## src/core/dual_timer_consts.vh

```
`ifndef DUAL_TIMER_CONSTS_VH
`define DUAL_TIMER_CONSTS_VH
// ==========================================================
// register byte offsets on the wishbone bus
`define OFS_MODE       8'h00
`define OFS_CTRL       8'h04
`define OFS_CNT0_LO    8'h08
`define OFS_CNT0_HI    8'h0c
`define OFS_CNT1_LO    8'h10
`define OFS_CNT1_HI    8'h14
`define OFS_PORT_CFG   8'h18
`define OFS_IRQ_STAT   8'h1c
`define OFS_IRQ_CLR    8'h20
`define OFS_IRQ_EN     8'h24
// ==========================================================
// timer_mode_reg field positions
`define B_GATE1        7
`define B_CT1          6
`define B_MODE1_HI     5
`define B_MODE1_LO     4
`define B_GATE0        3
`define B_CT0          2
`define B_MODE0_HI     1
`define B_MODE0_LO     0
// ==========================================================
// timer_control_reg field positions
`define B_FLAG1        7
`define B_RUN1         6
`define B_FLAG0        5
`define B_RUN0         4
// ==========================================================
// port_cfg_reg and interrupt register field positions
`define B_TOG0         0
`define B_TOG1         1
`define B_EV0          0
`define B_EV1          1
// ==========================================================
// operating modes
`define MODE_13        2'h0
`define MODE_16        2'h1
`define MODE_RELOAD    2'h2
`define MODE_SPLIT     2'h3
// ==========================================================
// timing and reset values
`define MC_CLOCKS      6
`define MC_LAST        3'h5
`define RST_BYTE       8'h00
`define RST_IRQ        2'h0
`define RST_TOGGLE     1'b1
`define PRESCALE_BITS  5
`endif

```

## src/core/dual_timer_counter.v

```verilog
// How it works
// timer function counts one step per machine cycle of six clocks.
// counter function samples count pin each machine cycle, counts high-then-low.
// counted edge shows in the counter one machine cycle after detection.
// edge recognition spans two machine cycles, so at most clock over twelve.
// outside source holds each count pin level one machine cycle at least.
// per timer a function bit picks timing or counting; two bits pick mode.
// mode 0 is 13 bits: high byte plus low five bits of low byte.
// rollover from all ones to zeros sets that timer's overflow flag.
// count only when run bit set and gate clear or gate pin high.
// setting the run bit leaves the count bytes untouched.
// mode register holds gate bits: bit 7 timer one, bit 3 timer zero.
// mode 1 is the same but uses all sixteen bits.
// mode 2 counts low byte and reloads it from high byte on overflow.
// timer one in mode 3 stops, same as clearing its run bit.
// timer zero mode 3: two 8-bit counters, high byte borrows timer one controls.
// then timer one runs outside its mode 3; overflows still serve as baud.
// toggle enable makes each overflow invert the timer's count pin output.
// with toggle enabled the pin drives one until the first overflow.
// overflow flag stays until software writes zero or interrupt is acknowledged.
//
// Local design decisions: the Wishbone register port and the address map.
`include "dual_timer_consts.vh"
`timescale 1ns/10ps
`default_nettype none

module dual_timer_counter (
  input  wire        CLK_IN,         // cpu clock, 50 mhz
  input  wire        SYS_RST_IN,     // async reset, active high
  input  wire        WB_CYC_IN,      // wishbone cycle
  input  wire        WB_STB_IN,      // wishbone strobe
  input  wire        WB_WE_IN,       // wishbone write enable
  input  wire [7:0]  WB_ADR_IN,      // byte address
  input  wire [3:0]  WB_SEL_IN,      // byte lane selects
  input  wire [31:0] WB_DAT_IN,      // write data
  output reg  [31:0] WB_DAT_OUT,     // read data
  output reg         WB_ACK_OUT,     // cycle acknowledge
  input  wire        COUNT0_IN,      // count_pin_zero level
  output wire        COUNT0_OUT,     // count_pin_zero toggle level
  output wire        COUNT0_OE_OUT,  // count_pin_zero drive enable
  input  wire        COUNT1_IN,      // count_pin_one level
  output wire        COUNT1_OUT,     // count_pin_one toggle level
  output wire        COUNT1_OE_OUT,  // count_pin_one drive enable
  input  wire        GATE0_PIN_IN,   // gate_input_pin for timer zero
  input  wire        GATE1_PIN_IN,   // gate_input_pin for timer one
  input  wire        INT_ACK0_IN,    // cpu took timer zero interrupt
  input  wire        INT_ACK1_IN,    // cpu took timer one interrupt
  output reg  [1:0]  OVF_FLAG_OUT,   // overflow flags one and zero
  output reg         BAUD_TICK_OUT,  // timer one overflow pulse
  output wire        IRQ_OUT         // level interrupt
);

  // ==========================================================
  // registers
  reg  [7:0] timer_mode_reg;
  reg  [7:0] timer_control_reg;
  reg  [7:0] port_cfg_reg;
  reg  [7:0] count_low_byte_zero;
  reg  [7:0] count_high_byte_zero;
  reg  [7:0] count_low_byte_one;
  reg  [7:0] count_high_byte_one;
  reg  [1:0] irq_status;
  reg  [1:0] irq_enable;
  reg  [1:0] toggle_level;

  // ==========================================================
  // synchronisers, machine cycle divider and edge detectors
  reg  [3:0] pin_meta;
  reg  [3:0] pin_sync;
  reg  [2:0] phase;
  reg  [1:0] sample;
  reg  [1:0] edge_pend;
  wire       mc_tick;
  wire [1:0] count_step;

  // ==========================================================
  // decoded control fields
  wire [1:0] mode_zero;
  wire [1:0] mode_one;
  wire       gate_zero;
  wire       gate_one;
  wire       func_zero;
  wire       func_one;
  wire       run_bit_zero;
  wire       run_bit_one;
  wire       overflow_flag_zero;
  wire       overflow_flag_one;
  wire       toggle_en_zero;
  wire       toggle_en_one;
  wire       split_zero;

  // ==========================================================
  // next values
  reg  [7:0] next_low_zero;
  reg  [7:0] next_high_zero;
  reg  [7:0] next_low_one;
  reg  [7:0] next_high_one;
  reg        ovf_zero;
  reg        ovf_zero_high;
  reg        ovf_one;
  reg        en_zero;
  reg        en_one;
  reg  [8:0] sum_high;
  reg  [7:0] rd_data;

  wire       bus_req;
  wire       wr_fire;
  wire [7:0] wdat;
  wire       set_flag_zero;
  wire       set_flag_one;
  wire [1:0] irq_clear;

  // ==========================================================
  // field decode
  assign mode_zero = {timer_mode_reg[`B_MODE0_HI],
                      timer_mode_reg[`B_MODE0_LO]};
  assign mode_one  = {timer_mode_reg[`B_MODE1_HI],
                      timer_mode_reg[`B_MODE1_LO]};
  assign gate_zero = timer_mode_reg[`B_GATE0];
  assign gate_one  = timer_mode_reg[`B_GATE1];
  assign func_zero = timer_mode_reg[`B_CT0];
  assign func_one  = timer_mode_reg[`B_CT1];
  assign run_bit_zero       = timer_control_reg[`B_RUN0];
  assign run_bit_one        = timer_control_reg[`B_RUN1];
  assign overflow_flag_zero = timer_control_reg[`B_FLAG0];
  assign overflow_flag_one  = timer_control_reg[`B_FLAG1];
  assign toggle_en_zero     = port_cfg_reg[`B_TOG0];
  assign toggle_en_one      = port_cfg_reg[`B_TOG1];
  assign split_zero         = (mode_zero == `MODE_SPLIT);

  // ==========================================================
  // one increment for modes 0, 1, 2 and the split low byte
  // returns {overflow, high byte, low byte}
  function [16:0] bump;
    input [1:0] m;
    input [7:0] lo;
    input [7:0] hi;
    reg   [13:0] s13;
    reg   [16:0] s16;
    reg   [8:0]  s8;
    begin
      s13 = {1'b0, hi, lo[`PRESCALE_BITS-1:0]} + 14'h0001;
      s16 = {1'b0, hi, lo} + 17'h00001;
      s8  = {1'b0, lo} + 9'h001;
      case (m)
        // upper low-byte bits are left as they are
        `MODE_13: begin
          bump = {s13[13], s13[12:5], lo[7:5], s13[4:0]};
        end
        `MODE_16: begin
          bump = s16;
        end
        `MODE_RELOAD: begin
          bump = s8[8] ? {1'b1, hi, hi}
                       : {1'b0, hi, s8[7:0]};
        end
        default: begin
          bump = {s8[8], hi, s8[7:0]};
        end
      endcase
    end
  endfunction

  // ==========================================================
  // pin synchronisers, two flops before any logic
  always @(posedge CLK_IN or posedge SYS_RST_IN) begin
    if (SYS_RST_IN) begin
      pin_meta <= 4'h0;
      pin_sync <= 4'h0;
    end else begin
      pin_meta <= {GATE1_PIN_IN, GATE0_PIN_IN, COUNT1_IN, COUNT0_IN};
      pin_sync <= pin_meta;
    end
  end

  // ==========================================================
  // machine cycle divider, one enable pulse every six clocks
  always @(posedge CLK_IN or posedge SYS_RST_IN) begin
    if (SYS_RST_IN) begin
      phase <= 3'h0;
    end else if (phase == `MC_LAST) begin
      phase <= 3'h0;
    end else begin
      phase <= phase + 3'h1;
    end
  end
  assign mc_tick = (phase == `MC_LAST);

  // ==========================================================
  // per timer edge detector and count step select
  genvar gi;
  generate
    for (gi = 0; gi < 2; gi = gi + 1) begin : chan
      wire is_counter;
      assign is_counter = (gi == 0) ? func_zero : func_one;
      // sample once per machine cycle; a detected fall is held one
      // machine cycle so the step lands in the following cycle
      always @(posedge CLK_IN or posedge SYS_RST_IN) begin
        if (SYS_RST_IN) begin
          sample[gi]    <= 1'b0;
          edge_pend[gi] <= 1'b0;
        end else if (mc_tick) begin
          sample[gi]    <= pin_sync[gi];
          edge_pend[gi] <= sample[gi] & ~pin_sync[gi];
        end
      end
      assign count_step[gi] = mc_tick &
                              (is_counter ? edge_pend[gi]
                                          : 1'b1);
    end
  endgenerate

  // ==========================================================
  // counter next values and overflow events
  always @* begin
    en_zero = run_bit_zero & (~gate_zero | pin_sync[2]);
    // with timer zero split, timer one ignores its run bit and is started
    // and stopped by its gate and by leaving or entering its own mode 3
    en_one  = (split_zero ? 1'b1 : run_bit_one) &
              (mode_one != `MODE_SPLIT) &
              (~gate_one | pin_sync[3]);
    {ovf_zero, next_high_zero, next_low_zero} =
      {1'b0, count_high_byte_zero, count_low_byte_zero};
    if (en_zero & count_step[0]) begin
      {ovf_zero, next_high_zero, next_low_zero} =
        bump(mode_zero, count_low_byte_zero, count_high_byte_zero);
    end
    // split high byte counts machine cycles under run_bit_one
    sum_high = {1'b0, count_high_byte_zero} + 9'h001;
    ovf_zero_high = 1'b0;
    if (split_zero & run_bit_one & mc_tick) begin
      next_high_zero = sum_high[7:0];
      ovf_zero_high  = sum_high[8];
    end
    {ovf_one, next_high_one, next_low_one} =
      {1'b0, count_high_byte_one, count_low_byte_one};
    if (en_one & count_step[1]) begin
      {ovf_one, next_high_one, next_low_one} =
        bump(mode_one, count_low_byte_one, count_high_byte_one);
    end
  end

  // timer one loses its flag while the split high byte owns it
  assign set_flag_zero = ovf_zero;
  assign set_flag_one  = split_zero ? ovf_zero_high
                                    : ovf_one;

  // ==========================================================
  // wishbone decode; a write lands on the edge that sees ack high
  assign bus_req = WB_CYC_IN & WB_STB_IN;
  assign wr_fire = bus_req & WB_WE_IN & WB_ACK_OUT & WB_SEL_IN[0];
  assign wdat    = WB_DAT_IN[7:0];
  assign irq_clear = (wr_fire && WB_ADR_IN == `OFS_IRQ_CLR)
                     ? wdat[1:0] : 2'h0;

  // ==========================================================
  // mode and port configuration registers
  always @(posedge CLK_IN or posedge SYS_RST_IN) begin
    if (SYS_RST_IN) begin
      timer_mode_reg <= `RST_BYTE;
      port_cfg_reg   <= `RST_BYTE;
      irq_enable     <= `RST_IRQ;
    end else if (wr_fire) begin
      if (WB_ADR_IN == `OFS_MODE) begin
        timer_mode_reg <= wdat;
      end
      if (WB_ADR_IN == `OFS_PORT_CFG) begin
        port_cfg_reg <= wdat;
      end
      if (WB_ADR_IN == `OFS_IRQ_EN) begin
        irq_enable <= wdat[1:0];
      end
    end
  end

  // ==========================================================
  // control register: run bits and overflow flags
  // a hardware set in the same cycle beats a clear from either side
  always @(posedge CLK_IN or posedge SYS_RST_IN) begin
    if (SYS_RST_IN) begin
      timer_control_reg <= `RST_BYTE;
    end else begin
      if (wr_fire && WB_ADR_IN == `OFS_CTRL) begin
        timer_control_reg[`B_RUN0] <= wdat[`B_RUN0];
        timer_control_reg[`B_RUN1] <= wdat[`B_RUN1];
        timer_control_reg[`B_FLAG0] <= set_flag_zero |
                                       wdat[`B_FLAG0];
        timer_control_reg[`B_FLAG1] <= set_flag_one |
                                       wdat[`B_FLAG1];
      end else begin
        timer_control_reg[`B_FLAG0] <= set_flag_zero |
          (overflow_flag_zero & ~INT_ACK0_IN);
        timer_control_reg[`B_FLAG1] <= set_flag_one |
          (overflow_flag_one & ~INT_ACK1_IN);
      end
    end
  end

  // ==========================================================
  // count bytes; a software write wins over a step in that cycle
  // the run bit never touches these, counting resumes in place
  always @(posedge CLK_IN or posedge SYS_RST_IN) begin
    if (SYS_RST_IN) begin
      count_low_byte_zero  <= `RST_BYTE;
      count_high_byte_zero <= `RST_BYTE;
      count_low_byte_one   <= `RST_BYTE;
      count_high_byte_one  <= `RST_BYTE;
    end else begin
      count_low_byte_zero  <= (wr_fire && WB_ADR_IN == `OFS_CNT0_LO)
                              ? wdat : next_low_zero;
      count_high_byte_zero <= (wr_fire && WB_ADR_IN == `OFS_CNT0_HI)
                              ? wdat : next_high_zero;
      count_low_byte_one   <= (wr_fire && WB_ADR_IN == `OFS_CNT1_LO)
                              ? wdat : next_low_one;
      count_high_byte_one  <= (wr_fire && WB_ADR_IN == `OFS_CNT1_HI)
                              ? wdat : next_high_one;
    end
  end

  // ==========================================================
  // toggle outputs: held at one while disabled, so a fresh enable
  // starts high until the first overflow
  always @(posedge CLK_IN or posedge SYS_RST_IN) begin
    if (SYS_RST_IN) begin
      toggle_level <= {`RST_TOGGLE, `RST_TOGGLE};
    end else begin
      if (!toggle_en_zero) begin
        toggle_level[0] <= `RST_TOGGLE;
      end else if (ovf_zero) begin
        toggle_level[0] <= ~toggle_level[0];
      end
      if (!toggle_en_one) begin
        toggle_level[1] <= `RST_TOGGLE;
      end else if (ovf_one) begin
        toggle_level[1] <= ~toggle_level[1];
      end
    end
  end

  // pin drives only while toggling; the count input then sees it
  assign COUNT0_OUT    = toggle_level[0];
  assign COUNT0_OE_OUT = toggle_en_zero;
  assign COUNT1_OUT    = toggle_level[1];
  assign COUNT1_OE_OUT = toggle_en_one;

  // ==========================================================
  // sticky interrupt status, set wins over the clear register
  always @(posedge CLK_IN or posedge SYS_RST_IN) begin
    if (SYS_RST_IN) begin
      irq_status <= `RST_IRQ;
    end else begin
      irq_status <= (irq_status & ~irq_clear) |
                    {set_flag_one, set_flag_zero};
    end
  end
  assign IRQ_OUT = |(irq_status & irq_enable);

  // ==========================================================
  // flag and baud outputs; the baud pulse stays live even when the
  // split high byte has taken timer one's flag
  always @(posedge CLK_IN or posedge SYS_RST_IN) begin
    if (SYS_RST_IN) begin
      OVF_FLAG_OUT  <= 2'h0;
      BAUD_TICK_OUT <= 1'b0;
    end else begin
      OVF_FLAG_OUT  <= {timer_control_reg[`B_FLAG1],
                        timer_control_reg[`B_FLAG0]};
      BAUD_TICK_OUT <= ovf_one;
    end
  end

  // ==========================================================
  // read mux; unmapped and write-only offsets read zero
  always @* begin
    case (WB_ADR_IN)
      `OFS_MODE:     rd_data = timer_mode_reg;
      `OFS_CTRL:     rd_data = {timer_control_reg[7:4], 4'h0};
      `OFS_CNT0_LO:  rd_data = count_low_byte_zero;
      `OFS_CNT0_HI:  rd_data = count_high_byte_zero;
      `OFS_CNT1_LO:  rd_data = count_low_byte_one;
      `OFS_CNT1_HI:  rd_data = count_high_byte_one;
      `OFS_PORT_CFG: rd_data = port_cfg_reg;
      `OFS_IRQ_STAT: rd_data = {6'h00, irq_status};
      `OFS_IRQ_EN:   rd_data = {6'h00, irq_enable};
      default:       rd_data = 8'h00;
    endcase
  end

  // ==========================================================
  // ack one cycle after the request, dropped the cycle after;
  // read data is caught with the ack so it stays steady
  always @(posedge CLK_IN or posedge SYS_RST_IN) begin
    if (SYS_RST_IN) begin
      WB_ACK_OUT <= 1'b0;
      WB_DAT_OUT <= 32'h00000000;
    end else begin
      WB_ACK_OUT <= bus_req & ~WB_ACK_OUT;
      if (bus_req & ~WB_ACK_OUT) begin
        WB_DAT_OUT <= {24'h000000, rd_data};
      end
    end
  end

endmodule

`default_nettype wire

```

## config.mk

```make
export PLATFORM = sky130hd
export DESIGN_NAME = dual_timer_counter
export DESIGN_NICKNAME = d
export VERILOG_FILES = /design/src/core/dual_timer_counter.v
export VERILOG_INCLUDE_DIRS = /design/src /design/src/core
export SDC_FILE = /design/constraint.sdc
export NUM_CORES = 1
export LEC_CHECK = 0
export ABC_CLOCK_PERIOD_IN_PS = 3300
export BUFFER_PORTS_ARGS = -buffer_cell sky130_fd_sc_hd__buf_2
export CORE_UTILIZATION = 42
export DETAILED_ROUTE_END_ITERATION = 8
export GPL_TIMING_DRIVEN = 0
export PLACE_DENSITY = 0.69
export REMOVE_ABC_BUFFERS = 1
export SLEW_MARGIN = 20
export SYNTH_ARGS = -nofsm -noshare
export SYNTH_HDL_FRONTEND = slang
export SYNTH_SLANG_ARGS = --single-unit
```

## constraint.sdc

```tcl
create_clock -name CLK_IN -period 3.3 [get_ports CLK_IN]
set_clock_uncertainty 0.2 [all_clocks]
set_input_delay 0.33 -clock CLK_IN [delete_from_list [all_inputs] [get_ports CLK_IN]]
set_output_delay 0.33 -clock CLK_IN [all_outputs]
set_load 0.03 [all_outputs]
```

==> flow_metrics.py <==
metrics = {
    "run_status": {
        "outcome": "finished, final reports clean",
    },
    "worst_setup_path": {
        "crit_required_ps": 3390,
        "cp_common_cell": "a21oi_1",
        "cp_top_family": "compound AO/OA/AOI/OAI gates",
        "path_cells": "a21oi_1, a221oi_1, nand2_1, a21oi_1, a21oi_1, nand2_1",
        "r2r-end": "overflow_flag_one",
        "crit_buf_inv": 0,
        "crit_type": "flop to flop",
        "crit_fanout": 17,
        "crit_path_start_kind": "flop",
        "cp_slowest_cell": "dfrtp_1",
        "r2r_cells": 6,
        "rr_startpoint": "timer_mode_reg[0]",
        "critPathCaptureType": "flop",
        "worst-r2r-setup-slack_ps": 370,
        "critPathArrivalTime_ps": 3010,
        "slowest_delay_ps": 690,
    },
    "drt": {
        "wirelength_um": 14600,
        "drtIter0Drc": 613,
        "post_drt_via_cell_ratio": 5.89,
        "dr.pass1.iters": 7,
        "ant_nets": 0,
        "drc": 0,
        "wire_per_inst_um": 18.4,
        "num_vias": 4678,
    },
    "layout": {
        "fillers": 1182,
        "final_cell_area_mm2": 0.00580,
        "final_layout_size_suffix_gt1_frac": 0.145,
        "layout_commonest_cell": "dfrtp_1",
        "nets": 679,
        "syn_to_final_growth_pct": 10.3,
        "multi_input_area_mm2": 0.00281,
        "regArea_mm2": 0.00213,
        "utilization": 0.479,
        "diodes": 0,
        "instances_no_fill": 794,
        "layout_common_cells": "dfrtp_1, nand2_1, o21ai_0, buf_2, nor2_1",
    },
    "clocking": {
        "cts_resized": 0,
        "htreeDepth": 3,
        "post-cts-setup-buffers": 0,
        "root_buffer": "clkbuf_16",
        "cts_made_buffers": 9,
        "cts.path.max_buffers": 2,
        "cts_tree": "yes",
        "clkTransAtPathRegs_ps": 70,
        "cts_hold_buf": 5,
        "insertion_delay_ps": 360,
        "cts_sinks": 85,
    },
    "placement": {
        "place_inst": 773,
        "finalWeightedCongestion": 0.923,
        "port_buffers": 44,
        "place_area_mm2": 0.00545,
        "post-dp-hpwl_um": 10400,
    },
    "grt": {
        "grt_pass1_vias": 4381,
        "grt_pass1_wl_um": 23200,
        "antenna_found_initial": 0,
        "grt_overflow_total": 0,
        "grt_max_degree": 54,
        "grt.total_usage": 0.237,
    },
    "timing": {
        "finalHoldViolations": 0,
        "min_period_ps": 2930,
        "period_share": 0.888,
        "rsz0062_at_grt": "no",
        "max_slew.worst_pin.slew_ps": 1070,
        "setup_viol": 0,
        "fin_hold_ws_ps": 39.7,
        "max_freq_ghz": 0.341,
        "maxSlewViolCount": 0,
        "slew_headroom": 0.284,
    },
    "pwr": {
        "clock_power_share": 0.451,
        "power_switching_share": 0.261,
        "p_comb_frac": 0.069,
        "power.switching_uw": 578,
        "seqPwrFrac": 0.480,
        "peakVddDrop_mv": 0.303,
        "p_int_uw": 1640,
        "p_per_area_mw_per_mm2": 382,
        "p_leak_uw": 0.00251,
    },
    "floorplan": {
        "die_w_um": 114,
        "rows": 40,
        "die-area_mm2": 0.0130,
        "ios": 96,
        "coreArea_mm2": 0.0121,
        "start_util": 0.434,
        "fp.dieH_um": 114,
    },
    "yosys": {
        "async_reset_ff_frac": 1.00,
        "ys.warnings.count": 0,
        "netlist_area_mm2": 0.00526,
        "synth_edf_count": 0,
        "yosys_register_bits": 85,
        "postSynthCellCount": 598,
        "yosysUniqueCellTypes": 63,
        "synthFlopType": "dfrtp_1",
        "post_synth.cell_area_avg_um2": 8.79,
        "ys_seq_area_frac": 0.405,
    },
    "hold_path": {
        "whs_endpoint": "count_low_byte_one[5]",
        "hp-start": "WB_DAT_IN[5]",
        "hold_path_class": "input pin to flop",
        "holdPathStages": 3,
    },
    "run": {
        "max-cap-violations": 0,
    },
}
==> cell families after synthesis <==
| kind of cell | Yosys count | synth area share |
|---|---|---|
| other | 1 | 0.000713 |
| AOI/OAI and AO/OA | 154 | 0.187 |
| xor gates and xnor gates | 30 | 0.0500 |
| muxes | 23 | 0.0509 |
| buffers and inverters | 76 | 0.0774 |
| adders and majority gates | 3 | 0.00714 |
| DFF | 85 | 0.405 |
| and+or+nand+nor | 226 | 0.222 |
==> worst register-to-register path: stages, from the launching register on <==
cell and delay [ps]:
dfrtp_1 690, a21oi_1 140, a221oi_1 480, nand2_1 440
a21oi_1 550, a21oi_1 250, nand2_1 110
==> power groups by stage <==
stage	sequential [µW]	clock, µW	combinational, µW
2_1_floorplan	1080	0	83.8
3_3_place_gp	1080	0	142
3_5_place_dp	1080	0	149
4_1_cts	1060	1020	154
5_1_grt	1060	1070	166
6_report	1060	999	153
==> routing by layer <==
| layer | part of all wire | vias up | wire length [µm] | track usage |
|---|---|---|---|---|
| met2 | 0.46 | 236 | 6690 | 0.380 |
| met5 | 0 | - | 0 | 0 |
| li1 | - | 2166 | - | - |
| met1 | 0.45 | 2249 | 6560 | 0.323 |
| met4 | 0.027 | 0 | 401 | 0.106 |
| met3 | 0.066 | 27 | 968 | 0.0282 |
==> metrics by stage <==
stage | power, µW | TNS (ps) | setup slack [ps]
floorplan | 1160 | 0 | 580
global placement | 1220 | -40060 | -489
detailed placement | 1230 | 0 | 404
CTS | 2240 | 0 | 417
global route | 2300 | 0 | 216
finish | 2210 | 0 | 371
==> cell type report <==
class	count	area share
timing repair buffer	50	0.0514
clock buffer	10	0.0412
inverter	15	0.0101
sequential	85	0.367
tap	168	0.0363
multi-input combinational	460	0.484
clock inverter	6	0.00950
==> worst max-delay path by stage <==
stage / cells after the start / slack [ps] / from / to
3_3_place_gp: 2 / -490 / SYS_RST_IN / port_cfg_reg[0]
4_1_cts: 6 / 420 / phase[1] / count_high_byte_zero[5]
6_report: 6 / 370 / timer_mode_reg[0] / overflow_flag_one
3_5_place_dp: 6 / 400 / WB_ADR_IN[4] / count_high_byte_zero[7]
2_1_floorplan: 1 / 580 / SYS_RST_IN / BAUD_TICK_OUT
5_1_grt: 6 / 220 / timer_mode_reg[0] / overflow_flag_one
==> Yosys cell counts, types with 3 or more instances <==
| cell type | instances | area (µm²) |
|---|---|---|
| nor3_1 | 12 | 60.1 |
| a22o_1 | 4 | 35.0 |
| inv_1 | 15 | 56.3 |
| nand2_1 | 80 | 300 |
| nand4_1 | 9 | 56.3 |
| a21o_1 | 7 | 52.6 |
| o22ai_1 | 9 | 56.3 |
| a211oi_1 | 7 | 52.6 |
| clkbuf_1 | 24 | 90.1 |
| nand3_1 | 21 | 105 |
| o21ai_0 | 45 | 225 |
| and3_1 | 13 | 81.3 |
| and4_1 | 5 | 43.8 |
| xor2_1 | 9 | 78.8 |
| or4_1 | 3 | 22.5 |
| or2_2 | 4 | 25.0 |
| a222oi_1 | 5 | 50.1 |
| nor2_1 | 43 | 161 |
| a21oi_1 | 32 | 160 |
| dfrtp_1 | 83 | 2080 |
| buf_4 | 25 | 188 |
| buf_2 | 9 | 45.0 |
| xnor2_1 | 21 | 184 |
| a221oi_1 | 4 | 35.0 |
| and2_1 | 5 | 31.3 |
| ha_1 | 3 | 37.5 |
| a31oi_1 | 10 | 62.6 |
| a22oi_1 | 6 | 45.0 |
| nand3b_1 | 3 | 22.5 |
| o221ai_1 | 5 | 43.8 |
| o211ai_1 | 5 | 37.5 |
| mux2i_1 | 8 | 80.1 |
| mux2_2 | 12 | 135 |
| nor4_1 | 8 | 50.1 |
| nand2b_1 | 6 | 37.5 |
(Power assumes the default switching activity.)
